<file path="src/hw/efcs_pkg.sv">
// Constants, encodings and timing counts for the embedded flash command sequencer
package efcs_pkg;

  ////////////////////////////////////////////////////////////////////////////
  // Clock and array timing
  localparam int unsigned CLK_MHZ = 200;
  localparam int unsigned T_NVS_US = 5;
  localparam int unsigned T_PGS_US = 10;
  localparam int unsigned T_WRITE_PULSE_US = 30;
  localparam int unsigned T_PGH_NS = 20;
  localparam int unsigned T_NVH_US = 5;
  localparam int unsigned T_NVH_MASS_US = 100;
  localparam int unsigned T_RCV_US = 1;
  localparam int unsigned T_ERASE_MS = 3;

  localparam int unsigned NVS_CYC = T_NVS_US * CLK_MHZ;
  localparam int unsigned PGS_CYC = T_PGS_US * CLK_MHZ;
  localparam int unsigned WRITE_PULSE_CYC = T_WRITE_PULSE_US * CLK_MHZ;
  localparam int unsigned PGH_CYC = (T_PGH_NS * CLK_MHZ + 999) / 1000;
  localparam int unsigned NVH_CYC = T_NVH_US * CLK_MHZ;
  localparam int unsigned NVH_MASS_CYC = T_NVH_MASS_US * CLK_MHZ;
  localparam int unsigned RCV_CYC = T_RCV_US * CLK_MHZ;
  localparam int unsigned ERASE_CYC = T_ERASE_MS * 1000 * CLK_MHZ;
  localparam int unsigned CNT_W = 20;

  ////////////////////////////////////////////////////////////////////////////
  // Command codes
  localparam logic [7:0] CMD_READ_ARRAY = 8'hFF;
  localparam logic [7:0] CMD_WRITE_PULSE_BYTE = 8'h80;
  localparam logic [7:0] CMD_PAGE_ERASE = 8'h40;
  localparam logic [7:0] CMD_MASS_ERASE = 8'h20;
  localparam logic [7:0] CMD_READ_STATUS = 8'h10;
  localparam logic [7:0] CMD_CLEAR_STATUS = 8'hA0;
  localparam logic [7:0] CMD_MAIN_BLOCK = 8'hB0;
  localparam logic [7:0] CMD_INFO_BLOCK = 8'hC0;
  localparam logic [7:0] CMD_RESET = 8'hFF;

  ////////////////////////////////////////////////////////////////////////////
  // Status byte layout and protection
  localparam int unsigned ST_BUSY = 7;
  localparam int unsigned ST_BAD_CMD = 6;
  localparam int unsigned ST_LOCK_ERR = 5;
  localparam int unsigned ST_SEQ_FAULT = 4;
  localparam int unsigned ST_INFO = 3;
  localparam int unsigned ST_LOCK = 2;
  localparam logic [15:0] BOOT_LIMIT = 16'h0800;
  localparam logic [7:0] RDATA_RESET = 8'h00;
  localparam logic [15:0] ADDR_RESET = 16'h0000;

  ////////////////////////////////////////////////////////////////////////////
  // State and operation encodings
  typedef enum logic [1:0] {
    H_ARRAY = 2'b00,
    H_STATUS = 2'b01,
    H_ARG = 2'b11,
    H_BUSY = 2'b10
  } efcs_host_t;

  typedef enum logic [2:0] {
    F_IDLE = 3'b000,
    F_NVS = 3'b001,
    F_PGS = 3'b011,
    F_OP = 3'b010,
    F_PGH = 3'b110,
    F_NVH = 3'b111,
    F_RCV = 3'b101
  } efcs_flash_t;

  typedef enum logic [1:0] {
    OP_WRITE_PULSE = 2'b00,
    OP_PAGE = 2'b01,
    OP_MASS = 2'b10
  } efcs_op_t;

endpackage

</file>
<file path="src/hw/efcs_sequencer.sv">
// Embedded flash command sequencer: host command handling and array strobe sequencing
`timescale 1ns/1ps
`default_nettype none

// Behaviour
// (RULE1) Host command handling and array sequencing run as separate concurrent processes.
// (RULE2) Array-read mode passes host address to array and array data to reads.
// (RULE3) Reset enters array-read mode; it stays until reset or a mode command.
// (RULE4) During array reads program, erase, whole-array and store strobes stay low.
// (RULE5) Writes in array-read or status-idle mode load the command register. The code does not load reserved codes into it.
// (RULE6) Byte program holds address and data from second write; sense stays low.
// (RULE7) Program: 5 us to store, 10 us to pulse, pulse 20 to 40 us.
// (RULE8) Page erase latches page address; only row enable pulses among enables.
// (RULE9) Page erase: 5 us setup, 2-4 ms erase, 5 us hold, 1 us recovery.
// (RULE10) Mass erase: enables low, 2-4 ms erase, 100 us hold, 1 us recovery; row enable stays high until the store hold.
// (RULE11) After program or erase both processes idle until the next command.
// (RULE12) Read-status mode returns status on reads, array detached and in standby.
// (RULE13) Clear-status clears error flags, detaches array, idles in status mode.
// (RULE14) Select-main clears info flag, detaches array, idles in status mode.
// (RULE15) Select-info sets info flag, detaches array, idles in status mode.
// (RULE16) Writes while busy are dropped, command kept, bad-command flag set.
// (RULE17) Reserved code while idle sets bad-command flag and goes idle.
// (RULE18) Program or erase on protected memory is refused with locked-region flag.
// (RULE19) Read instead of argument write aborts, sets sequence-fault flag, goes idle.
// (RULE20) Busy rises after argument cycle, falls after store drop plus recovery.
// (RULE21) Status: busy 7, bad 6, locked 5, fault 4, info 3, lock 2.
// (RULE22) Host clears error flags with clear-status before issuing further commands.
// (RULE23) Host sends the argument write right after a one-cycle command code.
// (RULE24) Intervals are counted in clock cycles derived from the clock rate.
module efcs_sequencer
  import efcs_pkg::*;
#(
  parameter int unsigned P_WRITE_PULSE_CYC = efcs_pkg::WRITE_PULSE_CYC,
  parameter int unsigned P_ERASE_CYC = efcs_pkg::ERASE_CYC,
  parameter int unsigned P_NVH_MASS_CYC = efcs_pkg::NVH_MASS_CYC
) (
  input wire logic core_clk, // System clock
  input wire logic srst, // Synchronous reset, high
  input wire logic [15:0] host_addr, // Host address
  input wire logic [7:0] host_wdata, // Host write data
  input wire logic host_wr, // Host write strobe
  input wire logic host_rd, // Host read strobe
  output logic [7:0] host_rdata, // Read data, cycle after strobe
  input wire logic write_protect_n, // Boot block protect, low locks
  output logic busy, // Program or erase running
  output logic [15:0] arr_addr, // Array address
  output logic [7:0] arr_din, // Array program data
  input wire logic [7:0] arr_dout, // Array read data
  output logic info_select, // Information block selected
  output logic row_enable, // Array row enable
  output logic column_enable, // Array column enable
  output logic sense_amp_enable, // Array sense amplifier enable
  output logic read_drive_enable, // Array output drive enable
  output logic write_pulse, // Array program strobe
  output logic erase, // Array erase strobe
  output logic whole_array_select, // Whole array erase select
  output logic high_voltage_store // Array high voltage store
);
  import efcs_pkg::*;

  ////////////////////////////////////////////////////////////////////////////
  // Host side state
  efcs_host_t h_r, h_nxt;
  efcs_op_t op_r, op_nxt;
  logic [7:0] cmd_r, cmd_nxt;
  logic [15:0] addr_r, addr_nxt;
  logic [7:0] data_r, data_nxt;
  logic [7:0] rdata_r, rdata_nxt;
  logic info_r, info_nxt;
  logic busy_r, busy_nxt;
  logic bad_r, bad_nxt;
  logic lock_err_r, lock_err_nxt;
  logic seq_r, seq_nxt;
  logic launch_r, launch_nxt;
  logic locked;
  logic [7:0] status;

  ////////////////////////////////////////////////////////////////////////////
  // Array side state
  efcs_flash_t f_r, f_nxt;
  logic [CNT_W-1:0] cnt_r, cnt_nxt;
  logic flash_done;
  logic is_write_pulse;
  logic is_mass;
  logic hv_span;

  // Boot block guard covers the main block only
  function automatic logic protected_addr(input logic [15:0] a, input logic lk, input logic inf);
    protected_addr = lk && !inf && (a < BOOT_LIMIT);
  endfunction

  function automatic logic [CNT_W-1:0] dur(input efcs_flash_t s, input efcs_op_t op);
    int unsigned c;
    c = 1;
    unique case (s)
      F_NVS: c = NVS_CYC;
      F_PGS: c = PGS_CYC;
      F_OP: c = (op == OP_WRITE_PULSE) ? P_WRITE_PULSE_CYC : P_ERASE_CYC;
      F_PGH: c = PGH_CYC;
      F_NVH: c = (op == OP_MASS) ? P_NVH_MASS_CYC : NVH_CYC;
      F_RCV: c = RCV_CYC;
      F_IDLE: c = 1;
      default: c = 1;
    endcase
    dur = CNT_W'(c - 1); // RULE24
  endfunction

  assign locked = !write_protect_n;
  // Host side leaves busy only once recovery has run out
  assign flash_done = (f_r == F_RCV) && (cnt_r == '0);

  always_comb begin
    status = 8'h00; // RULE21
    status[ST_BUSY] = busy_r;
    status[ST_BAD_CMD] = bad_r;
    status[ST_LOCK_ERR] = lock_err_r;
    status[ST_SEQ_FAULT] = seq_r;
    status[ST_INFO] = info_r;
    status[ST_LOCK] = locked;
  end

  ////////////////////////////////////////////////////////////////////////////
  // Host interface process
  always_comb begin
    h_nxt = h_r;
    op_nxt = op_r;
    cmd_nxt = cmd_r;
    addr_nxt = addr_r;
    data_nxt = data_r;
    rdata_nxt = rdata_r;
    info_nxt = info_r;
    busy_nxt = busy_r;
    bad_nxt = bad_r;
    lock_err_nxt = lock_err_r;
    seq_nxt = seq_r;
    launch_nxt = 1'b0;
    if (flash_done) begin
      busy_nxt = 1'b0; // RULE20
      h_nxt = H_STATUS; // RULE11
    end
    // A read that aborts an argument wait returns the pre-fault status
    if (host_rd) begin
      rdata_nxt = (h_r == H_ARRAY) ? arr_dout : status; // RULE2 RULE12
    end
    if (host_wr && busy_r) begin
      bad_nxt = 1'b1; // RULE16
    end else if (host_wr && h_r == H_ARG) begin
      addr_nxt = host_addr; // RULE6 RULE8
      data_nxt = host_wdata;
      op_nxt = (cmd_r == CMD_WRITE_PULSE_BYTE) ? OP_WRITE_PULSE : OP_PAGE;
      if (protected_addr(host_addr, locked, info_r)) begin
        lock_err_nxt = 1'b1; // RULE18
        h_nxt = H_STATUS;
      end else begin
        busy_nxt = 1'b1; // RULE20
        // Busy leads the array strobes by one cycle
        launch_nxt = 1'b1;
        h_nxt = H_BUSY;
      end
    end else if (host_wr) begin
      h_nxt = H_STATUS; // RULE5
      unique case (host_wdata)
        CMD_READ_ARRAY: begin
          cmd_nxt = host_wdata;
          h_nxt = H_ARRAY;
        end
        CMD_WRITE_PULSE_BYTE, CMD_PAGE_ERASE: begin
          cmd_nxt = host_wdata;
          h_nxt = H_ARG;
        end
        CMD_MASS_ERASE: begin
          cmd_nxt = host_wdata;
          op_nxt = OP_MASS;
          if (locked) begin
            lock_err_nxt = 1'b1; // RULE18
          end else begin
            busy_nxt = 1'b1; // RULE20
            launch_nxt = 1'b1;
            h_nxt = H_BUSY;
          end
        end
        CMD_READ_STATUS: begin
          cmd_nxt = host_wdata; // RULE12
        end
        CMD_CLEAR_STATUS: begin
          cmd_nxt = host_wdata;
          bad_nxt = 1'b0; // RULE13
          lock_err_nxt = 1'b0;
          seq_nxt = 1'b0;
        end
        CMD_MAIN_BLOCK: begin
          cmd_nxt = host_wdata;
          info_nxt = 1'b0; // RULE14
        end
        CMD_INFO_BLOCK: begin
          cmd_nxt = host_wdata;
          info_nxt = 1'b1; // RULE15
        end
        default: begin
          bad_nxt = 1'b1; // RULE17
        end
      endcase
    end else if (host_rd && h_r == H_ARG) begin
      seq_nxt = 1'b1; // RULE19
      h_nxt = H_STATUS;
    end
  end

  always_ff @(posedge core_clk) begin
    if (srst) begin
      h_r <= H_ARRAY; // RULE3
      op_r <= OP_WRITE_PULSE;
      cmd_r <= CMD_RESET;
      addr_r <= ADDR_RESET;
      data_r <= RDATA_RESET;
      rdata_r <= RDATA_RESET;
      info_r <= 1'b0;
      busy_r <= 1'b0;
      bad_r <= 1'b0;
      lock_err_r <= 1'b0;
      seq_r <= 1'b0;
      launch_r <= 1'b0;
    end else begin
      h_r <= h_nxt;
      op_r <= op_nxt;
      cmd_r <= cmd_nxt;
      addr_r <= addr_nxt;
      data_r <= data_nxt;
      rdata_r <= rdata_nxt;
      info_r <= info_nxt;
      busy_r <= busy_nxt;
      bad_r <= bad_nxt;
      lock_err_r <= lock_err_nxt;
      seq_r <= seq_nxt;
      launch_r <= launch_nxt;
    end
  end

  ////////////////////////////////////////////////////////////////////////////
  // Array interface process
  always_comb begin
    f_nxt = f_r; // RULE1
    unique case (f_r)
      F_IDLE: begin
        if (launch_r) begin
          f_nxt = F_NVS;
        end
      end
      F_NVS: begin
        if (cnt_r == '0) begin
          f_nxt = (op_r == OP_WRITE_PULSE) ? F_PGS : F_OP; // RULE7 RULE9
        end
      end
      F_PGS: begin
        if (cnt_r == '0) begin
          f_nxt = F_OP; // RULE7
        end
      end
      F_OP: begin
        if (cnt_r == '0) begin
          f_nxt = (op_r == OP_WRITE_PULSE) ? F_PGH : F_NVH; // RULE9 RULE10
        end
      end
      F_PGH: begin
        if (cnt_r == '0) begin
          f_nxt = F_NVH;
        end
      end
      F_NVH: begin
        if (cnt_r == '0) begin
          f_nxt = F_RCV; // RULE10
        end
      end
      F_RCV: begin
        if (cnt_r == '0) begin
          f_nxt = F_IDLE; // RULE11
        end
      end
      // Unused code falls back to idle
      default: begin
        f_nxt = F_IDLE;
      end
    endcase
    if (f_nxt != f_r) begin
      cnt_nxt = dur(f_nxt, op_r); // RULE24
    end else if (cnt_r != '0) begin
      cnt_nxt = cnt_r - CNT_W'(1);
    end else begin
      cnt_nxt = cnt_r;
    end
  end

  always_ff @(posedge core_clk) begin
    if (srst) begin
      f_r <= F_IDLE;
      cnt_r <= '0;
    end else begin
      f_r <= f_nxt;
      cnt_r <= cnt_nxt;
    end
  end

  ////////////////////////////////////////////////////////////////////////////
  // Array strobes
  assign is_write_pulse = (op_r == OP_WRITE_PULSE);
  assign is_mass = (op_r == OP_MASS);
  assign hv_span = (f_r != F_IDLE) && (f_r != F_RCV);

  always_comb begin
    row_enable = 1'b0;
    column_enable = 1'b0;
    sense_amp_enable = 1'b0; // RULE6
    read_drive_enable = 1'b0;
    write_pulse = 1'b0;
    erase = 1'b0;
    whole_array_select = 1'b0;
    high_voltage_store = 1'b0;
    if (h_r == H_ARRAY) begin
      row_enable = host_rd; // RULE4
      column_enable = host_rd;
      sense_amp_enable = host_rd;
      read_drive_enable = host_rd;
    end else if (hv_span) begin
      // Row enable drops in the store hold only for mass erase
      row_enable = !is_mass || (f_r != F_NVH); // RULE8 RULE10
      column_enable = is_write_pulse && (f_r == F_OP); // RULE7
      write_pulse = is_write_pulse && (f_r != F_NVH); // RULE7
      erase = !is_write_pulse && (f_r == F_NVS || f_r == F_OP); // RULE9 RULE10
      whole_array_select = is_mass; // RULE10
      high_voltage_store = (f_r != F_NVS); // RULE7 RULE9
    end
  end

  assign arr_addr = (h_r == H_ARRAY) ? host_addr : addr_r; // RULE2
  assign arr_din = data_r;
  assign info_select = info_r;
  assign busy = busy_r;
  assign host_rdata = rdata_r;

endmodule

`default_nettype wire

</file>
<file path="config.mk">
export PLATFORM = sky130hd
export DESIGN_NAME = efcs_sequencer
export DESIGN_NICKNAME = d
export VERILOG_FILES = /design/src/hw/efcs_pkg.sv /design/src/hw/efcs_sequencer.sv
export SDC_FILE = /design/constraint.sdc
export NUM_CORES = 1
export LEC_CHECK = 0
export BUFFER_PORTS_ARGS = -buffer_cell sky130_fd_sc_hd__buf_2
export CORE_MARGIN = 2
export CORE_UTILIZATION = 45
export DETAILED_ROUTE_END_ITERATION = 10
export GPL_ROUTABILITY_DRIVEN = 0
export PLACE_DENSITY = 0.73
export SLEW_MARGIN = 20
export SYNTH_ARGS = -nofsm -noshare
export SYNTH_HDL_FRONTEND = slang
export SYNTH_SLANG_ARGS = --single-unit
export TNS_END_PERCENT = 1
</file>
<file path="constraint.sdc">
create_clock -name core_clk -period 9.3 [get_ports core_clk]
set_input_delay 0.465 -clock core_clk [delete_from_list [all_inputs] [get_ports core_clk]]
set_output_delay 0.465 -clock core_clk [all_outputs]
set_load 0.05 [all_outputs]
</file>
# After elaboration in Yosys (flattened, before gate mapping)
# Cells that the tools add are included.
# totals
out_inout_bits,42
reg_bits,73
elab_cells,159
# classes
muxes,68
add_sub_neg,2
n_reduce_logical,40
n_eq_ne,32
n_lt_le_gt_ge,1
bitwise_logic,2
# op_table
operator,n
$pmux W20 S6,1
$mux W20,4
$eq A8 B8 Y1 const B,6
$sub A20 B1 Y20 const B,2
$mux W1,38
$mux W3,7
$pmux W3 S7,1
$logic_not A20 Y1,1
$mux W2,10
$reduce_bool A20 Y1,1
$eq A3 B3 Y1 const B,6
$lt A16 B12 Y1 const B,1
$mux W16,1
$mux W15,1
$eq A3 B2 Y1 const B,4
$reduce_and A4 Y1,3
$reduce_bool A2 Y1,6
$logic_and A1 B1 Y1,10
$ne A3 B3 Y1 const B,3
$eq A8 B5 Y1 const B,1
$eq A8 B6 Y1 const B,1
$eq A8 B7 Y1 const B,1
$mux W8,1
$reduce_or A8 Y1,1
other kinds (19),34

# Logic depth before layout (Yosys ltp)
# Gate-level depths: netlist of the first run.
# logic_depth
ltp_word,9
ltp_mapped,14
depth_no_buf,13

# Worst setup path after synthesis of the first run
# OpenSTA, ideal clock, no wires.
# synth_path
path_type,flip-flop to flip-flop
startpoint,register cnt_r[3]
endpoint,register cnt_r[18]
path_slack_ns,6.024
arrival_time_ns,3.144
path_stages_with_launch,14
synth_period_minus_slack_ns,3.276
required_time_ns,9.168
n_path_buf,2
path_cell_list,dfxtp_1 -> or4_4 -> or2_1 -> buf_6 -> o31a_4 -> clkbuf_1 -> nand2_1 -> ha_1 -> o311ai_0 -> nand4b_1 -> nand3b_1 -> nand2b_2 -> o311ai_2 -> a21oi_1
# synth_via
elab_chain_cells,8
# synth_lines
item,line,source
"start, declared",efcs_sequencer.sv:81,"logic [CNT_W-1:0] cnt_r, cnt_nxt;"
"start signal, assigned",efcs_sequencer.sv:299,cnt_r <= cnt_nxt;
$logic_not A20 Y1,-,
$mux W3 (tied with other cells),efcs_sequencer.sv:275,if (cnt_r == '0) begin
$pmux W3 S7,efcs_sequencer.sv:243,unique case (f_r)
$eq A3 B3 Y1 (tied with other cells),efcs_sequencer.sv:95,unique case (s)
$pmux W20 S6,efcs_sequencer.sv:95,
$mux W20,efcs_sequencer.sv:284,if (f_nxt != f_r) begin
$sub A20 B1 Y20,efcs_sequencer.sv:105,dur = CNT_W'(c - 1);
$mux W20,efcs_sequencer.sv:284,
# Parallel ways exist; a longest one is shown, timed or not. The select of a mux whose other input is x is not followed.
# A chain may end at the register's enable or synchronous reset.

# Worst setup path in the final report of the first run
# layout_path
startpoint,register cnt_r[12]
endpoint,register cnt_r[12]
# Same word-level chain as after synthesis.

==> summary.md, run 1 <==
| Metric | Value |
|---|---|
| Reg-to-reg slack, setup | around 5700 ps |
| Most frequent cell after synthesis | nand2_1 |
| Nature of the critical path endpoint | flop |
| Global-route wire length before repair | about 18000 um |
| Maximum vdd drop | 0.109 mV |
| Logic pwr share | between 30% and 40% |
| CP bufs+invs | 0 |
| #FFs+latches synth | 73 |
| Synth cell count leaders | 80 x nand2_1, 73 x dfxtp_1, 60 x a21oi_1 |
| Final Max Slew Viols | 0 |
| Final Core Density | 53.2% |
| Clk pwr share | a little over a quarter |
| Worst path max stage delay | 560 ps |
| Arr. time, crit path | 3780 ps |
| Layout cells sized above 1 | roughly 22% |
| Die area | 9580 um^2 |
| Detailed placement HPWL | roughly 7500 um |
| Starting Density | roughly 46% |
| Post-synthesis cell count | between 500 and 600 |
| Placed Instances | between 600 and 700 |
| Cts bufs inserted | 9 |
| Root Driver | clkbuf_8 |
| Min-delay src | host_addr[7] |
| Hold Path Depth | 3 |
| Post-place instance area | about 4400 um^2 |
| Yosys top cell area share | 36.9% |
| Footprint of the multi-input gates | around 2300 um^2 |
| Critical Path Stages | 11 |
| Reg2reg start | cnt_r[12]$_SDFFE_PP0P_ |
| Count of cell types in the netlist | 60 |
| Area leader, netlist | dfxtp_1 |
| Total power draw | 1070 uW |
| Register area | about 1500 um^2 |
| Netlist Area Pre-Place | between 3000 and 4000 um^2 |
| Max-cap violations | 0 |
| Post-CTS sizing | 0 |
| Overall Global Routing Usage | around 22% |
| Initial antenna violation count | 0 |
| Switching pwr | roughly 400 uW |
| Int Power | around 660 uW |
| Die Ht | between 90 and 100 um |
| Post-synth EDFFs | 0 |
| Post-layout instance count excluding filler cells | between 600 and 700 |
| Via density | between 5 and 6 |
| Top post-synthesis cells by area | dfxtp_1 37%, a21oi_1 7.6%, nand2_1 7.6% |
| Initial DRC count | 403 |
| Sequential power share | a little over a third |
| TritonCTS clock tree | built |
| Crit path required time | 9510 ps |
| Synthesized Nets | 547 |
| Antenna-violating nets left | 0 |
| Dominant synthesized flop cell | dfxtp_1 |
| Ys async rst share | 0% |
| Avg WL per Cell | roughly 16 um |
| H-tree depth | 3 |
| Design Area, Final | ~4600 um^2 |
| Ant. Diodes | 0 |
| Switch share | between 30% and 40% |
| Mapped Avg Cell Area | 7.79 um^2 |
| Die X | 97.9 um |
| Vias in the first global route | roughly 3.7k |
| Gr ovfl total | 0 |
| Worst Tran Pin Value | 1010 ps |
| Top fanout value on the critical path | 17 |
| Fin crit share | 38.4% |
| Hold Fails Final Rpt | 0 |
| CP cell instances | or4_1 -> or2_1 -> o31a_4 -> nand2_1 -> ha_1 -> o311ai_0 -> nand4b_1 -> nand3b_1 -> nor3b_1 -> xnor2_1 -> nor2_1 |
| # IOs | 79 |
| Lkg Pwr | between 0.0015 and 0.002 uW |
| Row count | 34 |
| PortBufs | between 70 and 80 |
| Worst Hold Class | in -> reg |
| Clk_lat worst skew | approximately 340 ps |
| Reg clk slew, reported paths | about 80 ps |
| Final net count | about 600 |
| Final setup violation count | 0 |
| Hold buffers post-CTS | 0 |
| Area Growth Syn to Fin | 15.9% |
| Setup TNS | 0 ps |
| Clk buf depth | 2 |
| Slew Limit Headroom | around a third |
| Family with the most delay on the worst path | simple AND/OR/NAND/NOR gates |
| Yosys warnings | 0 |
| Startpoint Class | flop |
| CTS Sinks | between 70 and 80 |
| Seq/Total Area, Yosys | 36.9% |
| Slowest cell on crit path | or4_1 |
| Pin count of the biggest net entering global routing | 54 |
| Worst flop-to-flop path endpoint | cnt_r[12]$_SDFFE_PP0P_ |
| Power Dens Cells | between 200 and 250 nW/um^2 |
| Min Tclk post-route | roughly 3600 ps |
| Drt drc | 0 |
| Setup bufs post-CTS | 0 |
| Crit Path Class | reg -> reg |
| Core ar. | 8640 um^2 |
| Outcome | complete, no violations |
| Worst R2R Path Depth | 11 |
| Drt first pass iters | 9 |
| Worst hold path endpoint | addr_r[7]$_SDFFE_PP0P_ |
| Layout filler cell count | 829 |
| Clock skew | a little over 8 ps |
| Fmax | about 280 MHz |
| DRT Wirelength | ~11000 um |
| RSZ-0062 raised after global routing | no |
| Vias | roughly 4k |
## metrics by stage
| step | hold WS (ps) | worst slack (ps) |
|---|---|---|
| after CTS | 348 | 5800 |
| after global routing | 353 | 5460 |
| final | 361 | 5730 |
| after floorplan | 434 | 6020 |
| after detailed placement | 445 | 5830 |
| after global placement | 440 | 5920 |
## power groups by stage
stage | Clock (uW) | Sequential [uW] | Combinational (uW)
floorplan | 0 | 380 | 330
global placement | 0 | 379 | 397
detailed placement | 0 | 382 | 400
CTS | 289 | 375 | 405
global route | 304 | 379 | 447
finish | 285 | 376 | 412
## final cells by class
cell class	count	area share (%)
multi-input combinational	390	50.5
inverter	12	0.980
tap	108	2.94
clock buffer	11	3.29
clock inverter	5	1.69
sequential	73	31.8
timing repair buffer	80	8.82
## how the worst max path moves through the flow
stage / start / end / slack, ps
global route: cnt_r[0]$_SDFFE_PP0P_ / cnt_r[12]$_SDFFE_PP0P_ / 5460
CTS: cnt_r[11]$_SDFFE_PP0P_ / cnt_r[12]$_SDFFE_PP0P_ / 5800
global placement: cnt_r[11]$_SDFFE_PP0P_ / cnt_r[18]$_SDFFE_PP0P_ / 5920
floorplan: cnt_r[3]$_SDFFE_PP0P_ / cnt_r[18]$_SDFFE_PP0P_ / 6020
detailed placement: cnt_r[11]$_SDFFE_PP0P_ / cnt_r[12]$_SDFFE_PP0P_ / 5830
finish: cnt_r[12]$_SDFFE_PP0P_ / cnt_r[12]$_SDFFE_PP0P_ / 5730
## layer usage
layer	up-vias	track usage, %	share of wire, %	routed length (um)
met1	1840	29.4	44	4690
met2	201	35.6	46	4940
met5	-	0	0	0
met4	0	6.09	1.6	176
met3	20	6.23	8.6	918
li1	1958	-	-	-
## sequential cells by signal (all words and copies together) (netlist names), 2 cells and up
name        count
arr_din         8
f_r             3
cmd_r           8
addr_r         16
h_r             2
op_r            2
host_rdata      8
cnt_r          20
## cell usage in the layout (no fill, tap or decap), types with 8 or more instances in the layout
cell       n
nand2_1   80
nand2b_1   8
clkbuf_8  11
buf_2     78
mux2_2    16
o21ai_0   27
a21oi_1   60
nor4_1    11
nor2_1    41
xnor2_1    8
nand3_1   11
nor2b_1    9
inv_1     12
dfxtp_1   73
nor3_1    10
## worst register-to-register path, cell delays in order, from the launching register on
cell and delay, ps:
dfxtp_1 340, or4_1 560, or2_1 370, o31a_4 470, nand2_1 100, ha_1 150, o311ai_0 270, nand4b_1 300
nand3b_1 280, nor3b_1 390, xnor2_1 180, nor2_1 60
## logic make-up (layout without fill, tap and decap cells)
logic type,count (synthesis),in the layout,synth area share [%]
flip-flops,73,73,36.9
AND/OR/NAND/NOR,211,211,26.5
adder cells (fa/ha/maj),1,1,0.316
multiplexers,17,17,4.80
XOR/XNOR,10,10,2.21
buffers and inverters,46,108,4.67
AO/OA/AOI/OAI,151,151,24.7
Note: power is estimated with default switching activity, not from simulation.
==> run 2, diff against run 1 <==
--- a/config.mk
+++ b/config.mk
@@ -5,12 +5,13 @@
 export SDC_FILE = /design/constraint.sdc
 export NUM_CORES = 1
 export LEC_CHECK = 0
+export ABC_AREA = 1
 export BUFFER_PORTS_ARGS = -buffer_cell sky130_fd_sc_hd__buf_2
 export CORE_MARGIN = 2
 export CORE_UTILIZATION = 45
 export DETAILED_ROUTE_END_ITERATION = 10
 export GPL_ROUTABILITY_DRIVEN = 0
-export PLACE_DENSITY = 0.73
+export PLACE_DENSITY = 0.75
 export SLEW_MARGIN = 20
 export SYNTH_ARGS = -nofsm -noshare
 export SYNTH_HDL_FRONTEND = slang
==> constraint.sdc (replaced) <==
create_clock -name core_clk -period 3.16 [get_ports core_clk]
set_input_delay 0.158 -clock core_clk [delete_from_list [all_inputs] [get_ports core_clk]]
set_output_delay 0.158 -clock core_clk [all_outputs]
set_load 0.05 [all_outputs]
==> run 2 against run 1 <==
- sequential power grew to 3.0 times the previous value
- global-route usage rose by 2.0 points
- worst setup slack got worse by 5600 ps
- clock power rose to 3.1 times the previous value
- worst hold slack worse by 310 ps
- first-iteration DRC count increased by 3.2%
- non-clock buffer count rose by 5
- combinational power rose to 4.7 times the previous value
- routed wire length is 14% higher
- total power rose to 3.7 times the previous value
==> summary.md, run 2 <==
| Metric | Value |
|---|---|
| Top fanout value on the critical path | 19 (+2) |
| H-tree depth | 3 (unchanged) |
| Drt drc | 0 (unchanged) |
| Die Ht | 103 um (+4.8%) |
| Area leader, netlist | dfxtp_1 |
| Clk pwr share | 22.4% (-4.2 points) |
| Antenna-violating nets left | 0 (unchanged) |
| Switching pwr | 1760 uW (+330%) |
| Fin Hold WS | 46.5 ps (-314 ps) |
| Logic pwr share | 48.7% (+10 points) |
| TritonCTS clock tree | built |
| Commonest non-fill, non-tap cells in the layout | 169 x nand2_1, 100 x nor2_1, 78 x buf_2 |
| Power Dens Cells | 771 nW/um^2 (+230%) |
| DRT Wirelength | 12300 um (+14%) |
| Layout filler cell count | 927 (+12%) |
| Hold Fails Final Rpt | 0 (unchanged) |
| Startpoint Class | flop |
| Worst R2R Path Depth | 18 (+7) |
| Nature of the critical path endpoint | flop |
| Via density | 5.32 (-10%) |
| Clk_lat worst skew | 350 ps (about the same) |
| Max reg flops | 20 (unchanged) |
| # IOs | 79 (unchanged) |
| Vias | 4743 (+18%) |
| Sequential power share | 28.9% (-6.2 points) |
| Root Driver | clkbuf_8 |
| Slew Limit Headroom | 46.3% (+13 points) |
| Clock skew | 11.0 ps (+2.84 ps) |
| Yosys warnings | 0 (unchanged) |
| Arr. time, crit path | 3200 ps (-580 ps) |
| PortBufs | 78 (unchanged) |
| Largest regs | cnt_r (20), addr_r (16) |
| Avg WL per Cell | 13.8 um (-13%) |
| Fin crit share | 94.3% (+56 points) |
| Final setup violation count | 0 (unchanged) |
| Gr ovfl total | 0 (unchanged) |
| Ys async rst share | 0% (unchanged) |
| Ant. Diodes | 0 (unchanged) |
| Post-place instance area | 4850 um^2 (+11%) |
| Max-cap violations | 0 (unchanged) |
| Count of cell types in the netlist | 36 (-40%) |
| Worst path max stage delay | 540 ps (-20 ps) |
| Fmax | 335 MHz (+20%) |
| Die X | 103 um (+4.8%) |
| Yosys top cell area share | 33.4% (-3.4 points) |
| Min-delay src | host_addr[2] |
| Reg-to-reg slack, setup | 180 ps (-5550 ps) |
| #FFs+latches synth | 73 (unchanged) |
| Largest reg by FF count | cnt_r |
| CTS Sinks | 73 (unchanged) |
| Area Growth Syn to Fin | 16.8% |
| Global-route wire length before repair | 20100 um (+13%) |
| Crit Path Class | reg -> reg |
| Dominant synthesized flop cell | dfxtp_1 |
| Top post-synthesis cells by area | dfxtp_1 33%, nand2_1 15%, nor2_1 8.7% |
| Worst Hold Class | in -> reg |
| Mapped Avg Cell Area | 6.39 um^2 (-18%) |
| Min Tclk post-route | 2980 ps (-589 ps) |
| Layout cells sized above 1 | 22.7% (+0.29 points) |
| Core ar. | 9330 um^2 (+8.0%) |
| Drt first pass iters | 5 (-4) |
| Outcome | complete, no violations |
| Lkg Pwr | 0.00263 uW (+44%) |
| Worst Tran Pin Value | 801 ps (-207 ps) |
| Total power draw | 3940 uW (+270%) |
| RSZ-0062 raised after global routing | no |
| Pin count of the biggest net entering global routing | 39 (-28%) |
| CP cell instances | inv_4 -> nor2_4 -> nand3_2 -> nand2_1 -> nand4_1 -> nand3_4 -> nand2_4 -> nand2_4 -> nand2_1 -> nand2_2 -> ha_1 -> nand3_1 -> nor2_1 -> nand3_1 -> nor2_1 -> nand2_1 -> nand3_1 -> nor2_1 |
| Worst hold path endpoint | addr_r[2]$_SDFFE_PP0P_ |
| Slowest cell on crit path | dfxtp_1 |
| Initial antenna violation count | 0 (unchanged) |
| Int Power | 2180 uW (+230%) |
| Final net count | 796 (+32%) |
| Reg clk slew, reported paths | 80 ps (about the same) |
| Synth cell count leaders | 169 x nand2_1, 101 x nor2_1, 74 x inv_1 |
| Hold Path Depth | 3 (unchanged) |
| Synthesized Nets | 722 (+32%) |
| Switch share | 44.8% (+6.7 points) |
| Post-synth EDFFs | 0 (unchanged) |
| Cts bufs inserted | 9 (unchanged) |
| Maximum vdd drop | 0.372 mV (+240%) |
| Die area | 10500 um^2 (+9.8%) |
| Final Max Slew Viols | 0 (unchanged) |
| Setup TNS | 0 ps (unchanged) |
| Netlist Area Pre-Place | 4370 um^2 (+10%) |
| Starting Density | 46.9% (+0.95 points) |
| Worst Setup SP | f_r[0]$_SDFF_PP0_ |
| Reg2reg start | f_r[0]$_SDFF_PP0_ |
| Design Area, Final | 5110 um^2 (+11%) |
| Hold buffers post-CTS | 0 (unchanged) |
| Most frequent cell after synthesis | nand2_1 |
| Seq/Total Area, Yosys | 33.4% (-3.4 points) |
| Most common cell after layout, fill and taps aside | nand2_1 |
| Worst flop-to-flop path endpoint | cnt_r[12]$_SDFFE_PP0P_ |
| Crit path required time | 3380 ps (-6130 ps) |
| Clk buf depth | 2 (unchanged) |
| Overall Global Routing Usage | 24.2% (+2.0 points) |
| Row count | 35 (+2.9%) |
| Vias in the first global route | 4410 (+20%) |
| Initial DRC count | 416 (+3.2%) |
| Detailed placement HPWL | 9300 um (+23%) |
| Post-synthesis cell count | 684 (+34%) |
==> run 2: cell families (layout without fill, tap and decap cells) <==
group	count (synthesis)	in the layout	synth area share, %
and+or+nand+nor	403	403	43.6
buffers and inverters	108	186	9.99
AOI/OAI and AO/OA	98	98	12.5
DFF	73	73	33.4
adders and majority gates	1	1	0.286
xor gates and xnor gates	1	1	0.200
==> run 2: cell type report <==
cell class,instances,area [um^2],area share [%]
well taps,129,161,3.16
repair buffers,85,443,8.67
clock inverters,6,116,2.28
multi-input cells,503,2480,48.5
flip-flops and latches,73,1460,28.6
clock buffers,9,124,2.43
inverters,86,325,6.37
==> run 2: power groups by stage <==
stage	logic (uW)	clock network [uW]	registers, uW
3_3_place_gp	1830	0	1150
5_1_grt	2120	941	1150
2_1_floorplan	1460	0	1150
6_report	1920	881	1140
3_5_place_dp	1870	0	1150
4_1_cts	1880	899	1130
==> run 2: repair_timing <==
action	4_1_cts	5_1_grt
endpoints found under the setup margin	0	7
setup buffers	0	2
resized for setup	0	0
==> run 2: per-layer routing <==
metal,global-route usage (%),share of wire [%],vias up
met5,0,0,-
li1,-,-,2329
met4,11.6,2.8,0
met2,39.6,46,221
met3,5.02,8.2,37
met1,30.4,43,2156
==> run 2: how the worst max path moves through the flow <==
| stage | to | slack [ps] | cells after the start |
|---|---|---|---|
| after floorplan | row_enable | 760 | 5 |
| after global placement | cnt_r[12]$_SDFFE_PP0P_ | 410 | 17 |
| after detailed placement | cnt_r[12]$_SDFFE_PP0P_ | 220 | 19 |
| after CTS | cnt_r[12]$_SDFFE_PP0P_ | 200 | 19 |
| after global routing | cnt_r[14]$_SDFFE_PP0P_ | 4 | 19 |
| final | cnt_r[12]$_SDFFE_PP0P_ | 180 | 18 |
==> run 2: through the flow <==
| stage | instances | worst slack [ps] | utilization [%] |
|---|---|---|---|
| 2_1_floorplan | 684 | 757 | - |
| 3_3_place_gp | 874 | 411 | 52.0 |
| 3_5_place_dp | 874 | 223 | 52.0 |
| 4_1_cts | 889 | 196 | 54.6 |
| 5_1_grt | 891 | 4.34 | 54.8 |
| 6_report | 891 | 179 | 54.8 |
==> run 2: critical path, delay by kind of cell (launching register included) <==
kind,cells,cell delay (ps)
buffers and inverters,1,110
and+or+nand+nor,16,2030
DFF,1,540
adders and majority gates,1,180
